`src/rate_mode_pkg.sv`:
```
// Register map, field layout and rate constants of the rate and mode control bank.
package rate_mode_pkg;
  // ---------------------------------------------------------------------------
  // Register offsets
  // ---------------------------------------------------------------------------
  localparam logic [7:0] ADDR_SYSTEM_CONTROL_ONE = 8'h0A;
  localparam logic [7:0] ADDR_DEVICE_IDENTIFIER  = 8'h0D;
  localparam logic [7:0] ADDR_OUT_X_HIGH         = 8'h01;
  localparam logic [7:0] ADDR_ACCEL_LAST         = 8'h06;
  localparam logic [7:0] ADDR_MAG_FIRST          = 8'h33;
  localparam logic [7:0] ADDR_MAG_LAST           = 8'h38;
  // ---------------------------------------------------------------------------
  // Field positions of system_control_one
  // ---------------------------------------------------------------------------
  localparam int SLEEP_RATE_LSB  = 6;
  localparam int OUT_RATE_LSB    = 3;
  localparam int LOW_NOISE_BIT   = 2;
  localparam int FAST_READ_BIT   = 1;
  localparam int ACTIVE_BIT      = 0;
  localparam logic [7:0] CONTROL_ONE_RESET = 8'h00;
  // Arbitrary neutral identifier values.
  localparam logic [7:0] IDENT_PREPROD_DEFAULT = 8'h5A;
  localparam logic [7:0] IDENT_PROD_DEFAULT    = 8'h5B;
  // ---------------------------------------------------------------------------
  // Rate periods in units of 1/64 ms of the internal timebase
  // ---------------------------------------------------------------------------
  localparam int RATE_UNIT_NS    = 15625;
  localparam int CLK_PERIOD_NS   = 25;
  localparam int UNIT_CYCLES     = RATE_UNIT_NS / CLK_PERIOD_NS;
  localparam logic [15:0] OUT_PERIOD_UNITS [8] = '{16'd80, 16'd160, 16'd320, 16'd640,
                                                   16'd1280, 16'd5120, 16'd10240, 16'd40960};
  localparam logic [15:0] SLEEP_PERIOD_UNITS [4] = '{16'd1280, 16'd5120, 16'd10240, 16'd40960};
  // Full scale in low-noise operation, in units of the 1 g step.
  localparam logic [7:0] LOW_NOISE_LIMIT_G = 8'h04;
endpackage

```
`src/sensor_rate_mode_control.sv`:
```
// Control and identification registers with rate selection and burst pointer.
`timescale 1ns/10ps
// Operation
// - Eight-bit read-only identifier, preproduction or production value, writes ignored.
// - Configuration fields change only in standby; active bit changes anytime.
// - Sleep rate code selects 50, 12.5, 6.25 or 1.56 Hz.
// - Auto-sleep replaces the normal output rate for every block.
// - Hybrid operation halves the sleep rate, code 00 giving 25 Hz.
// - Rate codes 000 to 111 select 800 down to 1.5625 Hz.
// - Hybrid operation halves the output rate, 400 down to 0.7813 Hz.
// - Low-noise bit doubles gain; host uses it only at 2 g or 4 g.
// - Low-noise operation limits range to 4 g; higher thresholds never trip.
// - Fast read keeps high bytes only; burst pointer skips low bytes.
// - Hybrid increment plus fast read: 6-byte burst from X high returns all.
// - Fast-read bit changes only while FIFO mode is zero.
// - Active bit selects standby at 0, active at 1; resets to 0.
// - Hybrid increment: all data in one 12-byte burst from address 0x01.
module sensor_rate_mode_control
  import rate_mode_pkg::*;
#(
  parameter logic [7:0] IDENT_PREPROD = rate_mode_pkg::IDENT_PREPROD_DEFAULT,
  parameter logic [7:0] IDENT_PROD    = rate_mode_pkg::IDENT_PROD_DEFAULT
)(
  input  wire logic        clk,
  input  wire logic        arst_n,
  input  wire logic        clk_en,
  input  wire logic        production_part,
  input  wire logic        reg_write,
  input  wire logic        reg_read,
  input  wire logic        burst_start,
  input  wire logic [7:0]  reg_addr,
  input  wire logic [7:0]  reg_wdata,
  input  wire logic [7:0]  sensor_rdata,
  input  wire logic        fifo_mode_zero,
  input  wire logic        hybrid_mode,
  input  wire logic        hybrid_burst_increment,
  input  wire logic        auto_sleep,
  output logic      [7:0]  reg_rdata,
  output logic      [7:0]  burst_addr,
  output logic             active,
  output logic             low_noise,
  output logic             fast_read,
  output logic      [7:0]  range_limit_g,
  output logic             sample_tick
);
  import rate_mode_pkg::*;

  // ---------------------------------------------------------------------------
  // Pin synchronisers
  // ---------------------------------------------------------------------------
  logic [1:0] prod_sync;
  always_ff @(posedge clk or negedge arst_n)
  begin
    if (!arst_n)
      prod_sync <= 2'h0;
    else if (clk_en)
      prod_sync <= {prod_sync[0], production_part};
  end

  // ---------------------------------------------------------------------------
  // Control register
  // ---------------------------------------------------------------------------
  logic [7:0] control_one;
  logic [7:0] next_control_one;
  logic [7:0] identifier_value;

  // The identifier is a fixed strap per part kind; no write path reaches it.
  assign identifier_value = prod_sync[1] ? IDENT_PROD : IDENT_PREPROD;

  always_comb
  begin
    next_control_one = control_one;
    if (reg_write && reg_addr == ADDR_SYSTEM_CONTROL_ONE)
    begin
      next_control_one[ACTIVE_BIT] = reg_wdata[ACTIVE_BIT];
      if (!control_one[ACTIVE_BIT])
      begin
        // Fields other than active are held while sampling.
        next_control_one[7:OUT_RATE_LSB] = reg_wdata[7:OUT_RATE_LSB];
        next_control_one[LOW_NOISE_BIT] = reg_wdata[LOW_NOISE_BIT];
        if (fifo_mode_zero)
          next_control_one[FAST_READ_BIT] = reg_wdata[FAST_READ_BIT];
      end
    end
  end

  always_ff @(posedge clk or negedge arst_n)
  begin
    if (!arst_n)
      control_one <= CONTROL_ONE_RESET;
    else if (clk_en)
      control_one <= next_control_one;
  end

  assign active        = control_one[ACTIVE_BIT];
  assign low_noise     = control_one[LOW_NOISE_BIT];
  assign fast_read     = control_one[FAST_READ_BIT];
  // Zero means the full range of the range setting applies.
  assign range_limit_g = low_noise ? LOW_NOISE_LIMIT_G : 8'h00;

  // ---------------------------------------------------------------------------
  // Read data
  // ---------------------------------------------------------------------------
  logic [7:0] next_reg_rdata;
  always_comb
  begin
    next_reg_rdata = reg_rdata;
    if (reg_read)
    begin
      case (reg_addr)
        ADDR_SYSTEM_CONTROL_ONE: next_reg_rdata = control_one;
        ADDR_DEVICE_IDENTIFIER:  next_reg_rdata = identifier_value;
        default:                 next_reg_rdata = sensor_rdata;
      endcase
    end
  end

  always_ff @(posedge clk or negedge arst_n)
  begin
    if (!arst_n)
      reg_rdata <= 8'h00;
    else if (clk_en)
      reg_rdata <= next_reg_rdata;
  end

  // ---------------------------------------------------------------------------
  // Burst address pointer
  // ---------------------------------------------------------------------------
  // Address after a data byte; fast read steps by two to drop the low bytes,
  // and the hybrid increment wraps from the last accel byte into the mag bank.
  function automatic logic [7:0] step_addr(input logic [7:0] addr, input logic fast,
                                           input logic hyb);
    logic [7:0] last;
    logic [7:0] nxt;
    last = fast ? ADDR_ACCEL_LAST - 8'h01 : ADDR_ACCEL_LAST;
    nxt  = fast ? addr + 8'h02 : addr + 8'h01;
    if (hyb && addr == last)
      step_addr = ADDR_MAG_FIRST;
    else if (hyb && addr >= ADDR_MAG_LAST - (fast ? 8'h01 : 8'h00))
      step_addr = ADDR_OUT_X_HIGH;
    else
      step_addr = nxt;
  endfunction

  logic [7:0] next_burst_addr;
  always_comb
  begin
    next_burst_addr = burst_addr;
    if (burst_start)
      next_burst_addr = reg_addr;
    else if (reg_read)
      next_burst_addr = step_addr(burst_addr, fast_read, hybrid_mode && hybrid_burst_increment);
  end

  always_ff @(posedge clk or negedge arst_n)
  begin
    if (!arst_n)
      burst_addr <= 8'h00;
    else if (clk_en)
      burst_addr <= next_burst_addr;
  end

  // ---------------------------------------------------------------------------
  // Sample rate generator
  // ---------------------------------------------------------------------------
  function automatic logic [31:0] rate_cycles(input logic [7:0] ctl, input logic sleep,
                                              input logic hyb);
    logic [31:0] units;
    units = sleep ? 32'(SLEEP_PERIOD_UNITS[ctl[7:SLEEP_RATE_LSB]])
                  : 32'(OUT_PERIOD_UNITS[ctl[5:OUT_RATE_LSB]]);
    if (hyb)
      units = units << 1;
    rate_cycles = 32'(units * 32'(UNIT_CYCLES));
  endfunction

  logic [31:0] rate_count;
  logic [31:0] next_rate_count;
  logic [31:0] period;
  assign period = rate_cycles(control_one, auto_sleep, hybrid_mode);

  always_comb
  begin
    next_rate_count = rate_count;
    if (!active)
      next_rate_count = 32'h0;
    else if (rate_count + 32'h1 >= period)
      next_rate_count = 32'h0;
    else
      next_rate_count = rate_count + 32'h1;
  end

  always_ff @(posedge clk or negedge arst_n)
  begin
    if (!arst_n)
      rate_count <= 32'h0;
    else if (clk_en)
      rate_count <= next_rate_count;
  end

  assign sample_tick = clk_en && active && (rate_count + 32'h1 >= period);

  // ---------------------------------------------------------------------------
  // Checks
  // ---------------------------------------------------------------------------
  active_hold_a: assert property (@(posedge clk) disable iff (!arst_n)
    clk_en && active && reg_write && reg_addr == ADDR_SYSTEM_CONTROL_ONE
    |=> control_one[7:1] == $past(control_one[7:1]))
    else $error("protected field changed while active");

  active_write_a: assert property (@(posedge clk) disable iff (!arst_n)
    clk_en && reg_write && reg_addr == ADDR_SYSTEM_CONTROL_ONE
    |=> active == $past(reg_wdata[0]))
    else $error("active bit did not follow write");

  fast_lock_a: assert property (@(posedge clk) disable iff (!arst_n)
    clk_en && !fifo_mode_zero |=> fast_read == $past(fast_read))
    else $error("fast read changed with fifo mode set");

  ident_read_a: assert property (@(posedge clk) disable iff (!arst_n)
    clk_en && reg_read && reg_addr == ADDR_DEVICE_IDENTIFIER
    |=> reg_rdata == ($past(prod_sync[1]) ? IDENT_PROD : IDENT_PREPROD))
    else $error("identifier read wrong");

  fast_step_a: assert property (@(posedge clk) disable iff (!arst_n)
    clk_en && reg_read && !burst_start && fast_read && !hybrid_burst_increment
    |=> burst_addr == $past(burst_addr) + 8'h02)
    else $error("fast read pointer did not skip low byte");

  hyb_wrap_a: assert property (@(posedge clk) disable iff (!arst_n)
    clk_en && reg_read && !burst_start && !fast_read && hybrid_mode && hybrid_burst_increment
    && burst_addr == ADDR_ACCEL_LAST |=> burst_addr == ADDR_MAG_FIRST)
    else $error("hybrid pointer did not enter magnetic bank");

  low_noise_a: assert property (@(posedge clk) disable iff (!arst_n)
    low_noise |-> range_limit_g == 8'h04)
    else $error("low noise range limit wrong");

  hyb_rate_a: assert property (@(posedge clk) disable iff (!arst_n)
    hybrid_mode |-> period == (rate_cycles(control_one, auto_sleep, 1'b0) << 1))
    else $error("hybrid rate not halved");

  standby_tick_a: assert property (@(posedge clk) disable iff (!arst_n)
    !active |-> !sample_tick)
    else $error("sample tick in standby");

  // Period expectations are written as cycle counts at 40 MHz, not through the
  // rate tables, so that a wrong table entry or a wrong index is caught here.
  // A 1.25 ms period is 50000 cycles; each slower entry doubles or quadruples it.
  sleep_fast_a: assert property (@(posedge clk) disable iff (!arst_n)
    auto_sleep && !hybrid_mode && control_one[7:6] == 2'h0
    |-> period == 32'h000C3500)
    else $error("sleep rate code zero period wrong");

  sleep_over_a: assert property (@(posedge clk) disable iff (!arst_n)
    auto_sleep && !hybrid_mode && control_one[7:6] == 2'h1
    |-> period == 32'h0030D400)
    else $error("sleep rate did not override output rate");

  sleep_slow_a: assert property (@(posedge clk) disable iff (!arst_n)
    auto_sleep && !hybrid_mode && control_one[7:6] == 2'h3
    |-> period == 32'h0186A000)
    else $error("sleep rate code three period wrong");

  sleep_hyb_a: assert property (@(posedge clk) disable iff (!arst_n)
    auto_sleep && hybrid_mode && control_one[7:6] == 2'h0
    |-> period == 32'h00186A00)
    else $error("hybrid sleep rate not halved");

  out_fast_a: assert property (@(posedge clk) disable iff (!arst_n)
    !auto_sleep && !hybrid_mode && control_one[5:3] == 3'h0
    |-> period == 32'h0000C350)
    else $error("fastest output rate period wrong");

  out_slow_a: assert property (@(posedge clk) disable iff (!arst_n)
    !auto_sleep && !hybrid_mode && control_one[5:3] == 3'h7
    |-> period == 32'h0186A000)
    else $error("slowest output rate period wrong");

  hyb_slow_a: assert property (@(posedge clk) disable iff (!arst_n)
    !auto_sleep && hybrid_mode && control_one[5:3] == 3'h7
    |-> period == 32'h030D4000)
    else $error("slowest hybrid rate period wrong");

  // A low enable must freeze every piece of state, or a paused host sees drift.
  enable_freeze_a: assert property (@(posedge clk) disable iff (!arst_n)
    !clk_en |=> control_one == $past(control_one) && burst_addr == $past(burst_addr)
    && rate_count == $past(rate_count))
    else $error("state changed with clock enable low");

  burst_load_a: assert property (@(posedge clk) disable iff (!arst_n)
    clk_en && burst_start
    |=> burst_addr == $past(reg_addr))
    else $error("burst pointer not loaded");

  fast_wrap_a: assert property (@(posedge clk) disable iff (!arst_n)
    clk_en && reg_read && !burst_start && fast_read && hybrid_mode && hybrid_burst_increment
    && burst_addr == 8'h05 |=> burst_addr == 8'h33)
    else $error("fast hybrid pointer did not enter magnetic bank");

  rdata_hold_a: assert property (@(posedge clk) disable iff (!arst_n)
    clk_en && !reg_read
    |=> reg_rdata == $past(reg_rdata))
    else $error("read data changed without a read");
endmodule // sensor_rate_mode_control

```
`config.mk`:
```
export PLATFORM = sky130hd
export DESIGN_NAME = sensor_rate_mode_control
export DESIGN_NICKNAME = d
export VERILOG_FILES = /design/src/rate_mode_pkg.sv /design/src/sensor_rate_mode_control.sv
export SDC_FILE = /design/constraint.sdc
export NUM_CORES = 1
export LEC_CHECK = 0
export BUFFER_PORTS_ARGS = -buffer_cell sky130_fd_sc_hd__buf_2
export CAP_MARGIN = 40
export CORE_UTILIZATION = 25
export DETAILED_ROUTE_END_ITERATION = 6
export PLACE_DENSITY_LB_ADDON = 0.08
export SYNTH_ARGS = -nofsm -noshare
export SYNTH_HDL_FRONTEND = slang
export SYNTH_SLANG_ARGS = --single-unit
```
`constraint.sdc`:
```
create_clock -name clk -period 24.1 [get_ports clk]
set_input_delay 4.82 -clock clk [delete_from_list [all_inputs] [get_ports clk]]
set_output_delay 4.82 -clock clk [all_outputs]
set_load 0.02 [all_outputs]
```
# Yosys cells after proc, flatten, opt, wreduce, memory -nomap -nowiden
# Memory sizes are Yosys's and may differ from the RTL's.
# Cells that the tools add are included.
# classes
mul,1
n_mux,19
reduce_logical,12
n_lt_le_gt_ge,4
n_eq_ne,3
n_bitwise,3
n_addsub,4
# op_table
cell,n
16-bit 2-to-1 mux,5
32-bit 2-to-1 mux,2
8-bit 2-to-1 mux,5
"32-bit by 1-bit adder with 32-bit output, second input constant",1
16-bit binary-select mux with 2-bit select,1
32-bit >= comparator,1
"32-bit by 10-bit multiplier with 32-bit output, second input constant",1
17-bit 2-to-1 mux,1
"8-bit by 4-bit equality test with 1-bit output, second input constant",2
8-bit case mux with 2 select lines,1
"8-bit by 1-bit adder with 8-bit output, second input constant",1
"8-bit by 2-bit adder with 8-bit output, second input constant",1
8-bit by 3-bit equality test with 1-bit output,1
8-bit >= comparator,1
"6-bit by 1-bit subtractor with 7-bit output, first input constant",1
1-bit logical AND,6
2-bit AND reduction,3
"4-bit >= comparator, second input constant",1
3-bit NOT with 4-bit output,1
4-bit AND reduction,1
"3-bit >= comparator, second input constant",1
3-bit 2-to-1 mux,1
2-bit NOT with 3-bit output,1
3-bit AND reduction,1
other kinds (4),5
# totals
n_memories,1
output_inout_bits,28
in_bits,35
romBits,128
reg_bits,58
# mem_list
name,depth,width,read_ports,rd_clocked_by_memory_dff,write_ports,line,source
(no name shown),8,16,1,0,0,sensor_rate_mode_control.sv:170,: 32'(OUT_PERIOD_UNITS[ctl[5:OUT_RATE_LSB]]);

# Logic depth before layout (Yosys ltp)
# depth
depth_word,10
ltp_mapped,33
mapped_depth_nobuf,31

# Worst setup path after synthesis
# OpenSTA, ideal clock, no wires.
# synth_path
path_type,input -> output
start,input port hybrid_mode
end,output port sample_tick
cell_stages,27
required_time_ns,19.280
setup_slack_ns,8.160
arrival_time_ns,11.120
path_cell_list,clkbuf_1 clkbuf_1 nor2_1 or2_2 fa_1 inv_1 ha_1 fa_1 ha_1 inv_1 fa_1 inv_1 ha_1 and2_1 a41oi_1 a31oi_1 a41o_1 o21ai_0 nand2_1 ha_1 nand4_1 nor3_1 nand3_1 a31oi_1 o21ai_2 clkbuf_1 a211oi_1
# synth_between
elab_chain_len,4
# synth_rtl
item,line,source
"start, declared",sensor_rate_mode_control.sv:35,"input wire logic hybrid_mode,"
17-bit 2-to-1 mux,sensor_rate_mode_control.sv:171,if (hyb)
32-bit by 10-bit multiplier with 32-bit output,sensor_rate_mode_control.sv:173,rate_cycles = 32'(units * 32'(UNIT_CYCLES));
32-bit >= comparator,sensor_rate_mode_control.sv:200,assign sample_tick = clk_en && active && (rate_count + 32'h1 >= period);
1-bit logical AND,sensor_rate_mode_control.sv:200,
"end, declared",sensor_rate_mode_control.sv:44,output logic sample_tick
# No other way between the ends.

# Worst setup path in the final report
# layout_path
start,input port auto_sleep
end,output port sample_tick
# layout_between
elab_chain_len,5
# layout_rtl
item,line,source
"start, declared",sensor_rate_mode_control.sv:37,"input wire logic auto_sleep,"
16-bit 2-to-1 mux,sensor_rate_mode_control.sv:169,units = sleep ? 32'(SLEEP_PERIOD_UNITS[ctl[7:SLEEP_RATE_LSB]])
17-bit 2-to-1 mux,sensor_rate_mode_control.sv:171,
32-bit by 10-bit multiplier with 32-bit output,sensor_rate_mode_control.sv:173,
32-bit >= comparator,sensor_rate_mode_control.sv:200,
1-bit logical AND,sensor_rate_mode_control.sv:200,
# No other way between the ends.

==> out/qor.csv <==
stage,metric,value,unit
sta,worst rel slew slack,49.6,%
clocking,Post-CTS Resized,0,
layout,Finished Layout Cells,1122,
synth,Post-synth EDFFs,0,
layout,"commonest non-fill, non-tap cells in the layout","ha_1 (94), inv_1 (88), nand2_1 (68)",
global_route,initial antenna violation count,0,
sta,RSZ-0062 raised after global routing,no,
clocking,CTS tree,done,
sta,final count of pins violating max slew,0,
floorplan,Placeable Area,25300,sq um
layout,ANT cells,0,
detailed_routing,final wirelength,18000,um
clocking,CTS Hold Bufs,0,
layout,fillers,2685,
critical_path,"Max FO, Critical Path",19,
critical_path,crit path kind,in2out,
hold_path,min-delay src,reg_rdata[1]$_DFFE_PN0P_,
hold_path,hold endpoint,reg_rdata[1]$_DFFE_PN0P_,
global_route,gr ovfl total,0,
layout,P&R area growth vs syn,13.9,%
synth,dominant synthesized flop cell,dfrtp_1,
sta,worst-margin pin slew,0.754,ns
floorplan,Chip Width,163,um
global_route,largest net degree at the start of global routing,47,
detailed_routing,DRT antenna net count,0,
synth,sequential area share after synthesis,22.5,%
synth,Async SR Flop Fraction,100,%
detailed_routing,DRC viols,0,
layout,fin nets,939,
sta,fmax,60.7,MHz
status,outcome,"finished, final reports clean",
critical_path,"setup slack, reg-to-reg",16.17,ns
placed_design,Final Wtd Congestion,0.804,
global_route,first-pass GRT wire length,29200,um
clocking,Clock Root Buffer,clkbuf_16,
critical_path,startpoint type of the worst setup path,input port,
hold_path,Hold Crit Depth,2,
placed_design,placed cell area,7050,sq um
critical_path,reg-to-reg endpoint,rate_count[12]$_DFFE_PN0P_,
sta,setup_tns,0,ns
global_route,GR Layer Usage met2,23.7,%
clocking,H-tree depth,3,
critical_path,R2R cell count,28,
clocking,post-CTS setup buffers,0,
global_route,gr busiest metal,met2,
clocking,Num CTS Buffers,9,
global_route,vias in the first global route,5441,
synth,Synth Instances,741,
synth,Synth warnings,0,
sta,setup violators final,0,
detailed_routing,routed vias,5408,
critical_path,CP max-delay cell,fa_1,
critical_path,worst path required time,19.28,ns
layout,Final Cell Area,7330,sq um
floorplan,Std-Cell Rows,58,
layout,"most common cell after layout, fill and taps aside",ha_1,
layout,layout cell share with drive strength beyond 1,13.4,%
sta,Final Cycle Share,68.4,%
hold_path,min-delay worst type,reg2reg,
sta,Worst Skew,0.00701,ns
sta,Final Hold Fails,0,
critical_path,crit end category,primary output,
critical_path,Arrival @ worst endpoint,11.66,ns
synth,Post-Syn Area,6440,sq um
synth,"Avg Cell Area, Syn",8.69,sq um
clocking,clock slew at reported path FFs,0.05,ns
placed_design,Cells after DPL,1106,
placed_design,pre-CTS WS,7.56,ns
detailed_routing,wire length per cell,16.0,um
placed_design,DP HPWL,14500,um
critical_path,worst r2r src,control_one[5]$_DFFE_PN0P_,
detailed_routing,DRT Pass-1 Iters,4,
layout,final core utilization,29.0,%
floorplan,Initial Util,25.5,%
clocking,clock latency at the later pin of the worst-skew pair,0.34,ns
power_and_ir_drop,Power Density,49.5,nW/um^2
power_and_ir_drop,Worst VDD drop,0.0265,mV
synth,count of cell types in the netlist,69,
floorplan,Die Y,163,um
clocking,# clock sinks,58,
placed_design,Port Buf Inserts,55,
critical_path,max incr delay on CP,0.51,ns
power_and_ir_drop,Leak,3.53,nW
critical_path,CP dominant cell by count,inv_1,
detailed_routing,Iter 0 DRT Violations,255,
floorplan,I/O pins,63,
synth,synthesis-stage register bit count,58,
sta,worst setup margin,7.62,ns
clocking,clock buffer depth,2,
global_route,gr usage total,14.2,%
sta,fin crit period,16.48,ns
power_and_ir_drop,Total Power,363,uW
job,max cap viols,0,
sta,Hold WS,0.480,ns
global_route,grt met3 use,1.83,%
global_route,M1 GR Usage,19.1,%
detailed_routing,Via density,4.82,
floorplan,Die ar.,26400,sq um
## per-layer routing
metal  routed length, um  up-vias
met4                 200        0
met2                8640       85
met5                   0        -
li1                    -     2696
met3                 428       12
met1                8730     2615
## Yosys cell counts, drive strengths merged (12+ instances only)
library cell	count	area, sq um
nand3	23	125
nor3	14	75.1
o22ai	12	75.1
o21ai	40	204
a21oi	22	110
xor2	13	114
inv	88	330
dfrtp	58	1450
ha	94	1180
nor2	42	158
clkbuf	18	67.6
o2bb2ai	13	164
fa	23	460
a31oi	13	81.3
buf	14	106
nand4	15	93.8
nand2	69	267
xnor2	30	263
## worst max path at each step
| stage | from | end | slack, ns |
|---|---|---|---|
| 2_1_floorplan | hybrid_mode | sample_tick | 8.16 |
| 3_3_place_gp | auto_sleep | sample_tick | 7.88 |
| 3_5_place_dp | auto_sleep | sample_tick | 7.56 |
| 4_1_cts | auto_sleep | sample_tick | 7.52 |
| 5_1_grt | auto_sleep | sample_tick | 7.02 |
| 6_report | auto_sleep | sample_tick | 7.62 |
## report_power, final
group / leakage (nW) / internal [mW] / total (mW) / switching (mW)
Clock: 0.143 / 0.0778 / 0.126 / 0.0480
Combinational: 2.61 / 0.0513 / 0.128 / 0.0766
Sequential: 0.774 / 0.103 / 0.110 / 0.00704
## cells by family after synthesis
family | Yosys count | share of synthesized area [%]
mux | 17 | 2.82
other cells | 1 | 0.0582
xor+xnor | 43 | 5.85
compound gates | 165 | 18.1
fa+ha+maj | 117 | 25.4
simple gates | 220 | 17.4
flops | 58 | 22.5
buf+inv | 120 | 7.83
## worst max-delay path, delay by kind of cell
| kind | cells | cell delay, ns |
|---|---|---|
| AND/OR/NAND/NOR | 6 | 0.97 |
| buffers and inverters | 8 | 1.02 |
| adder cells (fa/ha/maj) | 7 | 2.79 |
| AO/OA/AOI/OAI | 9 | 2.03 |
## flip-flops by register name, indices dropped and copies added (netlist names)
signal	flops
reg_rdata	8
rate_count	32
control_one	8
prod_sync	2
burst_addr	8
## area by class of cell
class | instances | area, sq um | share of cell area [%]
multi-input combinational | 569 | 4510 | 61.5
inverter | 88 | 330 | 4.50
tap | 330 | 413 | 5.63
sequential | 58 | 1450 | 19.8
clock inverter | 2 | 10.0 | 0.136
clock buffer | 14 | 274 | 3.74
timing repair buffer | 61 | 348 | 4.74
(Power assumes the default switching activity.)
